### src/design/fl_attr_pkg.sv
/*
 * Constants and carrier types for the first-stage control decode block of a
 * remapping context entry (entry bits 95..135), plus its register map.
 * Assumes an Avalon-MM slave bus with 32-bit data and word-aligned offsets.
 */
package fl_attr_pkg;
  // entry bit positions
  localparam int unsigned POS_MARK = 135;
  localparam int unsigned POS_SUP_EXEC = 134;
  localparam int unsigned POS_NX = 133;
  localparam int unsigned POS_WP = 132;
  localparam int unsigned POS_DEPTH = 130;
  localparam int unsigned POS_EXEC_EN = 129;
  localparam int unsigned POS_SUP_EN = 128;
  localparam int unsigned POS_ATTR = 96;
  localparam int unsigned POS_CD = 95;
  localparam int unsigned POS_WT = 94;
  localparam int unsigned SLOT_W = 4;
  localparam int unsigned SLOTS = 8;
  // translation types
  localparam logic [2:0] TT_STAGE2 = 3'h2;
  localparam logic [2:0] TT_PASS = 3'h4;
  // depth codes
  localparam logic [1:0] DEPTH_FOUR = 2'h0;
  localparam logic [1:0] DEPTH_FIVE = 2'h1;
  // memory types
  localparam logic [3:0] MT_UC = 4'h0;
  localparam logic [3:0] MT_WC = 4'h1;
  localparam logic [3:0] MT_WT = 4'h4;
  localparam logic [3:0] MT_WP = 4'h5;
  localparam logic [3:0] MT_WB = 4'h6;
  localparam logic [3:0] MT_UCM = 4'h7;
  // register word offsets (byte addresses)
  localparam logic [5:0] OFS_ENTRY0 = 6'h00; // entry bits 95..126
  localparam logic [5:0] OFS_ENTRY1 = 6'h04; // entry bits 127..135 in low 9
  localparam logic [5:0] OFS_CAPS = 6'h08;
  localparam logic [5:0] OFS_REQ = 6'h0C;
  localparam logic [5:0] OFS_RESULT = 6'h10;
  localparam logic [5:0] OFS_STATUS = 6'h14;
  localparam logic [5:0] OFS_MASK = 6'h18;
  // caps bits
  localparam int unsigned CAP_EA = 0;
  localparam int unsigned CAP_FS = 1;
  localparam int unsigned CAP_5L = 2;
  localparam int unsigned CAP_EX = 3;
  localparam int unsigned CAP_SUP = 4;
  localparam int unsigned CAP_MT = 5;
  // status bits
  localparam int unsigned ST_DONE = 0;
  localparam int unsigned ST_FAULT = 1;
  localparam int unsigned ST_RSVD = 2;
  localparam logic [2:0] STATUS_RST = 3'h0;
  localparam logic [2:0] MASK_RST = 3'h0;
  localparam logic [5:0] CAPS_RST = 6'h3F;

  // a request as written to the request register
  typedef struct packed {
    logic [2:0] slot;      // 20:18 attribute slot index of the leaf
    logic [2:0] tt;        // 17:15 translation type
    logic coherent;        // 14
    logic xd;              // 13 execute-disable seen in leaf path
    logic all_user;        // 12 every first-stage level has user flag
    logic read_only;       // 11
    logic read_ok;         // 10
    logic supervisor;      // 9
    logic exec;            // 8
    logic write;           // 7
    logic pasid;           // 6
    logic present;         // 5
    logic [4:0] spare;     // 4:0
  } req_type;

  typedef struct packed {
    logic [3:0] root_mt;   // 15:12
    logic [3:0] leaf_mt;   // 11:8
    logic five_level;      // 7
    logic mark_ea;         // 6
    logic mt_valid;        // 5
    logic slot_rsvd;       // 4
    logic rsvd_fault;      // 3
    logic sup_fault;       // 2
    logic exec_fault;      // 1
    logic perm_fault;      // 0
  } result_type;
endpackage

### src/design/fl_attr_decode.sv
/*
 * First-stage control decode: holds the 41 control bits of an entry,
 * evaluates one request at a time and answers with permission and memory
 * type. Assumes an Avalon-MM master that holds requests until waitrequest
 * is low; page walking and fault recording live elsewhere.
 */
// The Avalon-MM slave port and the address map were left to the implementer.
`timescale 1ns/1ps
module fl_attr_decode (
  input wire logic core_clk_i,
  input wire logic sys_rst_i,
  input wire logic [5:0] avs_address_i,
  input wire logic avs_read_i,
  input wire logic avs_write_i,
  input wire logic [31:0] avs_writedata_i,
  output logic [31:0] avs_readdata_o,
  output logic avs_waitrequest_o,
  output logic irq_o,
  output logic ea_mark_o,
  output logic fault_o
);
  typedef enum logic [1:0] {IDLE, EVAL, ANSWER} state_type;
  state_type state_q, state_d;

  logic [31:0] entry0_q;
  logic [8:0] entry1_q;
  logic [5:0] caps_q;
  fl_attr_pkg::req_type req_q;
  fl_attr_pkg::result_type res_q;
  logic [2:0] status_q, mask_q;
  logic [31:0] rdata_q;
  logic wait_q, irq_q, mark_q, fault_q;

  // entry view at its own bit numbers 95..135
  logic [135:95] ent;
  assign ent = {entry1_q, entry0_q};

  wire ea_sup = caps_q[fl_attr_pkg::CAP_EA];
  wire fs_sup = caps_q[fl_attr_pkg::CAP_FS];
  wire five_sup = caps_q[fl_attr_pkg::CAP_5L];
  wire ex_sup = caps_q[fl_attr_pkg::CAP_EX];
  wire sup_sup = caps_q[fl_attr_pkg::CAP_SUP];
  wire mt_sup = caps_q[fl_attr_pkg::CAP_MT];

  wire ext_accessed_mark_enable = ent[fl_attr_pkg::POS_MARK];
  wire supervisor_exec_from_user_block = ent[fl_attr_pkg::POS_SUP_EXEC];
  wire no_execute_enable = ent[fl_attr_pkg::POS_NX];
  wire write_protect_enable = ent[fl_attr_pkg::POS_WP];
  wire [1:0] first_stage_paging_depth = ent[fl_attr_pkg::POS_DEPTH +: 2];
  wire execute_request_enable = ent[fl_attr_pkg::POS_EXEC_EN];
  wire supervisor_request_enable = ent[fl_attr_pkg::POS_SUP_EN];
  wire [31:0] page_attribute_slots = ent[fl_attr_pkg::POS_ATTR +: 32];
  wire root_cache_disable = ent[fl_attr_pkg::POS_CD];
  // entry bit 94 lies below the held view, so root write-through reads as clear
  wire root_write_through = 1'b0;

  // write-protect, no-execute, supervisor-exec and mark bits have no effect for stage-two-only or pass-through
  wire fs_used = (req_q.tt != fl_attr_pkg::TT_STAGE2) && (req_q.tt != fl_attr_pkg::TT_PASS);

  // reserved-field checks; depth 01 without five-level support is a software slip
  wire rsvd_ea = !ea_sup && ext_accessed_mark_enable;
  wire rsvd_fs = !fs_sup && (|ent[135:130]);
  wire rsvd_depth = fs_sup && (first_stage_paging_depth[1] ||
    (!five_sup && first_stage_paging_depth == fl_attr_pkg::DEPTH_FIVE));
  wire rsvd_ex = !ex_sup && execute_request_enable;
  wire rsvd_sup = !sup_sup && supervisor_request_enable;
  wire rsvd_mt = !mt_sup && ((|page_attribute_slots) || root_cache_disable
    || root_write_through);
  wire rsvd_any = req_q.present && (rsvd_ea || rsvd_fs || rsvd_depth || rsvd_ex
    || rsvd_sup || rsvd_mt);

  // eight slots, four bits each, slot zero at the low end
  logic [3:0] slot_code [fl_attr_pkg::SLOTS];
  logic [fl_attr_pkg::SLOTS-1:0] slot_bad;
  genvar gi;
  generate
    for (gi = 0; gi < fl_attr_pkg::SLOTS; gi++) begin : g_slot
      assign slot_code[gi] = page_attribute_slots[gi*fl_attr_pkg::SLOT_W +: fl_attr_pkg::SLOT_W];
      assign slot_bad[gi] = slot_code[gi][3] || (slot_code[gi][2:1] == 2'h1);
    end
  endgenerate
  wire attribute_slot_zero_bad = slot_bad[0];
  wire [3:0] leaf_code = slot_code[req_q.slot];
  wire leaf_rsvd = slot_bad[req_q.slot];

  // permission checks
  wire exec_gate = req_q.pasid && req_q.exec && !execute_request_enable;
  wire sup_gate = req_q.supervisor && !supervisor_request_enable;
  wire sup_exec = fs_used && supervisor_exec_from_user_block && req_q.supervisor
    && req_q.exec && req_q.all_user;
  // without no-execute, read permission is enough to fetch
  wire nx_block = req_q.exec && (!req_q.read_ok ||
    (fs_used && no_execute_enable && req_q.xd));
  // clear write-protect lets supervisor write read-only pages
  wire wp_block = req_q.write && req_q.read_only &&
    (!req_q.supervisor || (fs_used && write_protect_enable));
  wire perm_bad = sup_exec || nx_block || wp_block;
  wire any_fault = rsvd_any || exec_gate || sup_gate || perm_bad;

  // root-level fetch type: cache-disable or write-through picks UC, else WB
  wire [3:0] root_mt = (root_cache_disable || root_write_through) ?
    fl_attr_pkg::MT_UC : fl_attr_pkg::MT_WB;
  wire mt_ok = mt_sup && req_q.coherent;

  fl_attr_pkg::result_type res_d;
  always_comb begin
    res_d = '0;
    res_d.perm_fault = perm_bad && !rsvd_any;
    res_d.exec_fault = exec_gate;
    res_d.sup_fault = sup_gate;
    res_d.rsvd_fault = rsvd_any;
    res_d.slot_rsvd = mt_ok && leaf_rsvd;
    res_d.mt_valid = mt_ok && !leaf_rsvd && !any_fault;
    res_d.leaf_mt = mt_ok ? leaf_code : fl_attr_pkg::MT_UC;
    res_d.root_mt = mt_ok ? root_mt : fl_attr_pkg::MT_UC;
    res_d.five_level = first_stage_paging_depth == fl_attr_pkg::DEPTH_FIVE;
    res_d.mark_ea = fs_used && ea_sup && ext_accessed_mark_enable && !any_fault;
  end

  // bus decode
  wire wr = avs_write_i && wait_q;
  wire rd = avs_read_i && wait_q;
  wire wr_entry0 = wr && avs_address_i == fl_attr_pkg::OFS_ENTRY0;
  wire wr_entry1 = wr && avs_address_i == fl_attr_pkg::OFS_ENTRY1;
  wire wr_caps = wr && avs_address_i == fl_attr_pkg::OFS_CAPS;
  wire wr_req = wr && avs_address_i == fl_attr_pkg::OFS_REQ && state_q == IDLE;
  wire wr_status = wr && avs_address_i == fl_attr_pkg::OFS_STATUS;
  wire wr_mask = wr && avs_address_i == fl_attr_pkg::OFS_MASK;
  logic [31:0] rd_mux;
  always_comb begin
    unique case (avs_address_i)
      fl_attr_pkg::OFS_ENTRY0: rd_mux = entry0_q;
      fl_attr_pkg::OFS_ENTRY1: rd_mux = {23'h0, entry1_q};
      fl_attr_pkg::OFS_CAPS: rd_mux = {26'h0, caps_q};
      fl_attr_pkg::OFS_REQ: rd_mux = {11'h0, req_q};
      fl_attr_pkg::OFS_RESULT: rd_mux = {16'h0, res_q};
      fl_attr_pkg::OFS_STATUS: rd_mux = {29'h0, status_q};
      fl_attr_pkg::OFS_MASK: rd_mux = {29'h0, mask_q};
      default: rd_mux = 32'h0;
    endcase
  end

  // evaluation sequence: request write -> EVAL (one cycle) -> ANSWER
  always_comb begin
    unique case (state_q)
      IDLE: state_d = wr_req ? EVAL : IDLE;
      EVAL: state_d = ANSWER;
      ANSWER: state_d = IDLE;
    endcase
  end

  logic any_fault_q;
  wire ev_done = state_q == ANSWER;
  wire [2:0] events = {res_q.rsvd_fault, any_fault_q, 1'b1} & {3{ev_done}};
  // a new event wins over a write-one clear in the same cycle
  wire [2:0] status_d = (status_q & ~(wr_status ? avs_writedata_i[2:0] : 3'h0)) | events;

  always_ff @(posedge core_clk_i or posedge sys_rst_i) begin
    if (sys_rst_i) begin
      state_q <= IDLE;
      entry0_q <= 32'h0;
      entry1_q <= 9'h0;
      caps_q <= fl_attr_pkg::CAPS_RST;
      req_q <= '0;
      res_q <= '0;
      any_fault_q <= 1'b0;
      status_q <= fl_attr_pkg::STATUS_RST;
      mask_q <= fl_attr_pkg::MASK_RST;
      rdata_q <= 32'h0;
      wait_q <= 1'b1;
      irq_q <= 1'b0;
      mark_q <= 1'b0;
      fault_q <= 1'b0;
    end else begin
      state_q <= state_d;
      if (wr_entry0) entry0_q <= avs_writedata_i;
      if (wr_entry1) entry1_q <= avs_writedata_i[8:0];
      if (wr_caps) caps_q <= avs_writedata_i[5:0];
      if (wr_req) req_q <= avs_writedata_i[20:0];
      if (state_q == EVAL) begin
        res_q <= res_d;
        any_fault_q <= any_fault;
      end
      status_q <= status_d;
      if (wr_mask) mask_q <= avs_writedata_i[2:0];
      if (rd) rdata_q <= rd_mux;
      // one wait cycle per access; request write during evaluation stalls
      wait_q <= !(avs_read_i || avs_write_i) || !wait_q ||
        (avs_address_i == fl_attr_pkg::OFS_REQ && avs_write_i && state_q != IDLE) ?
        1'b1 : 1'b0;
      irq_q <= |(status_d & mask_q);
      mark_q <= ev_done && res_q.mark_ea;
      fault_q <= ev_done && any_fault_q;
    end
  end

  assign avs_readdata_o = rdata_q;
  assign avs_waitrequest_o = wait_q;
  assign irq_o = irq_q;
  assign ea_mark_o = mark_q;
  assign fault_o = fault_q;

  // assertions
  wait_low_a: assert property (@(posedge core_clk_i) disable iff (sys_rst_i)
    !avs_waitrequest_o |=> avs_waitrequest_o) else $error("waitrequest low twice");
  mark_gate_a: assert property (@(posedge core_clk_i) disable iff (sys_rst_i)
    ea_mark_o |-> $past(res_q.mark_ea) && caps_q[fl_attr_pkg::CAP_EA])
    else $error("mark without enable");
  mark_fault_a: assert property (@(posedge core_clk_i) disable iff (sys_rst_i)
    !(ea_mark_o && fault_o)) else $error("mark and fault together");
  ignore_s2_a: assert property (@(posedge core_clk_i) disable iff (sys_rst_i)
    state_q == EVAL && !fs_used |=> !res_q.mark_ea) else $error("first-stage bit used");
  sup_exec_a: assert property (@(posedge core_clk_i) disable iff (sys_rst_i)
    state_q == EVAL && sup_exec |=> ##1 fault_o) else $error("supervisor exec not faulted");
  nx_off_a: assert property (@(posedge core_clk_i) disable iff (sys_rst_i)
    state_q == EVAL && req_q.exec && req_q.read_ok && !no_execute_enable && !sup_exec
    && !req_q.write
    |=> !res_q.perm_fault) else $error("fetch denied with nx clear");
  wp_off_a: assert property (@(posedge core_clk_i) disable iff (sys_rst_i)
    state_q == EVAL && !write_protect_enable && req_q.supervisor && !req_q.exec
    |=> !res_q.perm_fault) else $error("supervisor write blocked");
  wp_on_a: assert property (@(posedge core_clk_i) disable iff (sys_rst_i)
    state_q == EVAL && fs_used && write_protect_enable && req_q.write && req_q.read_only
    |=> ##1 fault_o) else $error("read-only write allowed");
  exec_gate_a: assert property (@(posedge core_clk_i) disable iff (sys_rst_i)
    state_q == EVAL && exec_gate |=> res_q.exec_fault ##1 fault_o)
    else $error("execute request not faulted");
  sup_gate_a: assert property (@(posedge core_clk_i) disable iff (sys_rst_i)
    state_q == EVAL && sup_gate |=> ##1 fault_o) else $error("supervisor not faulted");
  root_mt_a: assert property (@(posedge core_clk_i) disable iff (sys_rst_i)
    res_q.root_mt == fl_attr_pkg::MT_UC || res_q.root_mt == fl_attr_pkg::MT_WB)
    else $error("root type reserved");
  mt_gate_a: assert property (@(posedge core_clk_i) disable iff (sys_rst_i)
    res_q.mt_valid |-> caps_q[fl_attr_pkg::CAP_MT] && req_q.coherent)
    else $error("memory type outside coherent domain");
  irq_lvl_a: assert property (@(posedge core_clk_i) disable iff (sys_rst_i)
    |(status_q & mask_q) |-> irq_o || $rose(|(status_q & mask_q)))
    else $error("irq missing");

  cov_fault_c: cover property (@(posedge core_clk_i) fault_o);
  cov_mark_c: cover property (@(posedge core_clk_i) ea_mark_o);
  cov_five_c: cover property (@(posedge core_clk_i) res_q.five_level && res_q.mt_valid);
  cov_irq_c: cover property (@(posedge core_clk_i) irq_o);
endmodule // fl_attr_decode

### config.mk
export PLATFORM = sky130hd
export DESIGN_NAME = fl_attr_decode
export DESIGN_NICKNAME = d
export VERILOG_FILES = /design/src/design/fl_attr_pkg.sv /design/src/design/fl_attr_decode.sv
export SDC_FILE = /design/constraint.sdc
export NUM_CORES = 1
export LEC_CHECK = 0
export ABC_AREA = 1
export BUFFER_PORTS_ARGS = -buffer_cell sky130_fd_sc_hd__buf_2
export CORE_MARGIN = 2
export CORE_UTILIZATION = 54
export CTS_CLUSTER_SIZE = 14
export DETAILED_ROUTE_END_ITERATION = 10
export MAX_ROUTING_LAYER = met4
export PLACE_DENSITY = 0.72
export SETUP_SLACK_MARGIN = 0.5
export SYNTH_ARGS = -nofsm -noshare
export SYNTH_HDL_FRONTEND = slang
export SYNTH_SLANG_ARGS = --single-unit
### constraint.sdc
create_clock -name core_clk_i -period 5.2 [get_ports core_clk_i]
set_input_delay 0.52 -clock core_clk_i [delete_from_list [all_inputs] [get_ports core_clk_i]]
set_output_delay 0.52 -clock core_clk_i [all_outputs]
set_load 0.02 [all_outputs]
; Word level (Yosys, flattened, before mapping)
; Cells that the tools add are included.
[word_totals]
input_bits = 42
latchBits = 0
mem_bits_ro = 0
regBits = 129
ram_bits = 0
mem_count = 0
[op_classes]
n_lt_le_gt_ge = 2
shifts = 0
n_reduce_logical = 89
add_sub_neg = 0
eq_ne = 19
multipliers = 0
n_div = 0
mux = 13
bitwise_logic = 6
[op_table]
columns = op, n
row1 = $pmux 32 s7, 1
row2 = $logic_and 1x1->1, 43
row3 = $reduce_or 32->1, 1
row4 = $logic_or 1x1->1, 25
row5 = $eq 2x1->1 const B, 10
row6 = $eq 6x5->1 const B, 3
row7 = $logic_not 1->1, 15
row8 = $bmux 4 s3, 1
row9 = $eq 6x4->1 const B, 2
row10 = $mux 4, 3
row11 = $and 3x3->3, 3
row12 = $mux 3, 3
row13 = $eq 6x3->1 const B, 1
row14 = $logic_not 6->1, 1
row15 = $pmux 2 s3, 1
row16 = $reduce_or 6->1, 1
row17 = $ge 4x4->1 const B, 1
row18 = $lt 3x4->1 const B, 1
row19 = $not 3->4, 1
row20 = $bmux 1 s3, 1
row21 = $mux 1, 3
row22 = $ne 3x2->1 const B, 1
row23 = $ne 3x3->1 const B, 1
row24 = $not 3->3, 1
row25 = 5 further kinds, 5

; Logic depth before layout (Yosys ltp)
[logic_depth]
ltp_word = 14
depth_mapped = 12
ltp_nobuf = 12

; Least setup slack after synthesis
; Ideal clock, no wire load.
[synth_timing]
kind = input port to flip-flop
start = input avs_address_i[1]
end = register entry1_q[0]
setup_ps = 122
path_stages = 7
t_arrival_ps = 1342
required_ps = 5078
slack_ps = 3736
path_cell_list = nor2_4 nand3_4 nor2_4 nand2_2 buf_6 nand2_1 o21ai_2
[synth_between]
elab_chain_cells = 2
[synth_rtl]
columns = element, line_no
row1 = start: declaration, fl_attr_decode.sv:12  ; input wire logic [5:0] avs_address_i,
row2 = $eq 6x3->1, fl_attr_decode.sv:124  ; wire wr_entry1 = wr && avs_address_i == fl_attr_pkg::OFS_ENTRY1;
row3 = $logic_and 1x1->1, fl_attr_decode.sv:124
row4 = end signal: assignment, fl_attr_decode.sv:177  ; if (wr_entry1) entry1_q <= avs_writedata_i[8:0];
row5 = end: declaration, fl_attr_decode.sv:26  ; logic [8:0] entry1_q;
; Every way passes these cells.
; A chain may end at the register's enable or synchronous reset.

; Worst setup path in the final report
[layout_timing]
start = input avs_address_i[2]
end = register entry0_q[11]
[layout_between]
elab_chain_cells = 2
[layout_rtl]
columns = element, line_no
row1 = $logic_not 6->1, fl_attr_decode.sv:123  ; wire wr_entry0 = wr && avs_address_i == fl_attr_pkg::OFS_ENTRY0;
row2 = $logic_and 1x1->1, fl_attr_decode.sv:123
row3 = end signal: assignment, fl_attr_decode.sv:176  ; if (wr_entry0) entry0_q <= avs_writedata_i;
row4 = end: declaration, fl_attr_decode.sv:25  ; logic [31:0] entry0_q;
; Every way passes these cells.

==> results.toml <==
[sta]
worst_slack_ns = 2.94
rsz0062_at_grt = "no"
fin_crit_sh_pct = 43.4
timing.fmax_mhz = 443
drv_slew = 0
worst_pin_slew_ns = 0.999
final.setup_skew_ns = 0.0111
setup_violations = 0
hold_viol = 0
min_period_ns = 2.26
max-slew-margin-rel_pct = 33.2
setup_tns_ns = 0

[critical_path]
critPathMaxFanout = 37
crit_required_ns = 5.49
crit_type = "primary input to flop"
cp_slowest_cell = "nand3_2"
endpoint_kind = "flop"
start_kind = "primary input"
arrival_ns = 2.55
critPathMaxStageDelay_ns = 0.39
crit_chain = "buf_2 > nor2_1 > nand3_2 > inv_2 > nand2_2 > buf_4 > nand2_1 > o21ai_1"
r2r_cells = 8

[route]
drc = 0
wire_per_inst_um = 16.8
dr.pass1.iters = 6
first_iter_violations = 498
via_per_inst = 5.51
postRouteAntennaNets = 0
vias = 5189
routed_wl_um = 15800

[clocking]
root_buffer = "clkbuf_16"
clk_latency_ns = 0.42
clkTransAtPathRegs_ns = 0.05
post_cts_resized = 0
clock_sinks = 126
hold_buffers = 0
cts_max_path_buffers = 2
numCtsBuffers = 17
cts_setup_buffers = 0
cts_tree = "built"
cts_htree_levels = 4

[final_layout]
drive_gt1_share_pct = 21.7
diodes = 0
final_cells = 941
final_common_cell = "nand2_1"
final_cell_mix = "nand2_1 (201), dfrtp_1 (119), buf_2 (77)"
fin_area_um2 = 7140
fill_cells = 954
fin_nets = 834
area_growth_syn_to_layout_pct = 17.0

[global_routing]
grt_max_degree = 76
antenna_found_initial = 0
grt_pass1_vias = 5063
grtUsageTotal_pct = 29.3
grt_pass1_wl_um = 25800
grt_overflow = 0
grt_use_met2_pct = 44.1
grt_util_met3_pct = 5.17
busiest_layer = "met2"
use_met1_pct = 40.4

[die]
die_x_um = 110
initial_core_util_pct = 55.8
io_pins = 78
fp-row-count = 38
dieArea_um2 = 12200
fp.dieH_um = 110
core-area_um2 = 10900

[yosys]
ys_seq_area_share_pct = 51.8
synthCells = 720
ys_ff_latch = 126
yosysWarnings = 0
ys_types = 38
syn_area_per_cell_um2 = 8.48
synth_area_um2 = 6100
synth.net_count = 766

[power_and_ir_drop]
design_power_total_uw = 2690
leakage_uw = 0.00349
ir_worst_vdd_uv = 207
powerDensity_nw_per_um2 = 376

[placement]
dp_hpwl_um = 11100
port_buffers = 77
dpl_cell_area_um2 = 6490
dp_cells = 909
dp_slack_ns = 2.52
routabilityCongestion = 0.909

[flow_run]
drv_cap = 0

[worst_hold_path]
hold_class = "primary input to async pin"

[run_status]
status = "complete, no violations"
## critical path, delay by kind of cell
family	cells	cell delay [ns]
AO/OA/AOI/OAI	1	0.07
buffers and inverters	3	0.89
AND/OR/NAND/NOR	4	1.03
## through the flow
step                hold WS [ns]  util, %
floorplan                  0.449        -
global placement           0.460     59.4
detailed placement         0.465     59.4
CTS                        0.319     65.3
global route               0.350     65.3
finish                     0.286     65.3
## path summary, 6_finish.rpt
path / startpoint / to / slack [ns]
min: sys_rst_i / req_q[17]$_DFFE_PP0P_ / 0.29
max reg2reg: req_q[18]$_DFFE_PP0P_ / res_q[5]$_DFFE_PP0N_ / 2.96
min reg2reg: avs_readdata_o[28]$_DFFE_PP0P_ / avs_readdata_o[28]$_DFFE_PP0P_ / 0.47
min in group core_clk_i: avs_writedata_i[1] / mask_q[1]$_DFFE_PP0P_ / 0.32
max in group asynchronous: sys_rst_i / avs_readdata_o[8]$_DFFE_PP0P_ / 3.72
max: avs_address_i[2] / entry0_q[11]$_DFFE_PP0P_ / 2.94
## logic make-up (layout without fill, tap and decap cells)
logic type	count (synthesis)	count (layout)	share of synthesized area [%]
and+or+nand+nor	304	304	21.3
adders and majority gates	4	4	0.820
buffers and inverters	109	190	8.03
muxes	1	1	0.184
DFF	126	126	51.8
AOI/OAI and AO/OA	176	176	17.9
## power breakdown
group	internal, µW	switching, µW	leakage [µW]
registers	1050	72.1	0.00164
logic	87.6	174	0.00155
clock network	850	450	0.000306
## synthesized netlist by cell type (all sizes together)
library cell,number,area [µm²]
nand2,206,783
dfrtp,119,2980
o21ai,115,707
inv,76,285
nor2,54,230
a21oi,29,145
nand3,28,175
buf,21,159
a22oi,11,82.6
o31ai,10,75.1
clkbuf,9,33.8
dfstp,7,184
nand4,7,43.8
nor3,5,36.3
ha,4,50.1
clkinv,3,12.5
nand3b,3,22.5
o211ai,3,22.5
o22ai,3,18.8
o2111ai,2,17.5
a311oi,1,8.76
mux2,1,11.3
o21a,1,7.51
o221ai,1,8.76
or2,1,6.26
## registers in the layout, summed over array words and instances, names as in the netlist
register	cells
any_fault_q	1
avs_readdata_o	32
avs_waitrequest_o	1
caps_q	6
ea_mark_o	1
entry0_q	32
entry1_q	9
fault_o	1
irq_o	1
mask_q	3
req_q	21
res_q	13
state_q	2
status_q	3
## final cells by class
cell class                      instances  area, µm²  area share, %
Clock buffer                           18        429           6.01
Clock inverter                         14        218           3.05
Inverter                               79        300           4.21
Multi-Input combinational cell        485       2450           34.4
Sequential cell                       126       3160           44.3
Tap cell                              140        175           2.45
Timing Repair Buffer                   79        400           5.61
## per-layer routing
layer | vias to the layer above | routed length [µm]
met5 | - | 0
met4 | 0 | 248
met3 | 21 | 992
met2 | 183 | 7350
met1 | 2486 | 7240
li1 | 2499 | -
No activity file was read; power rests on OpenSTA's default activity.
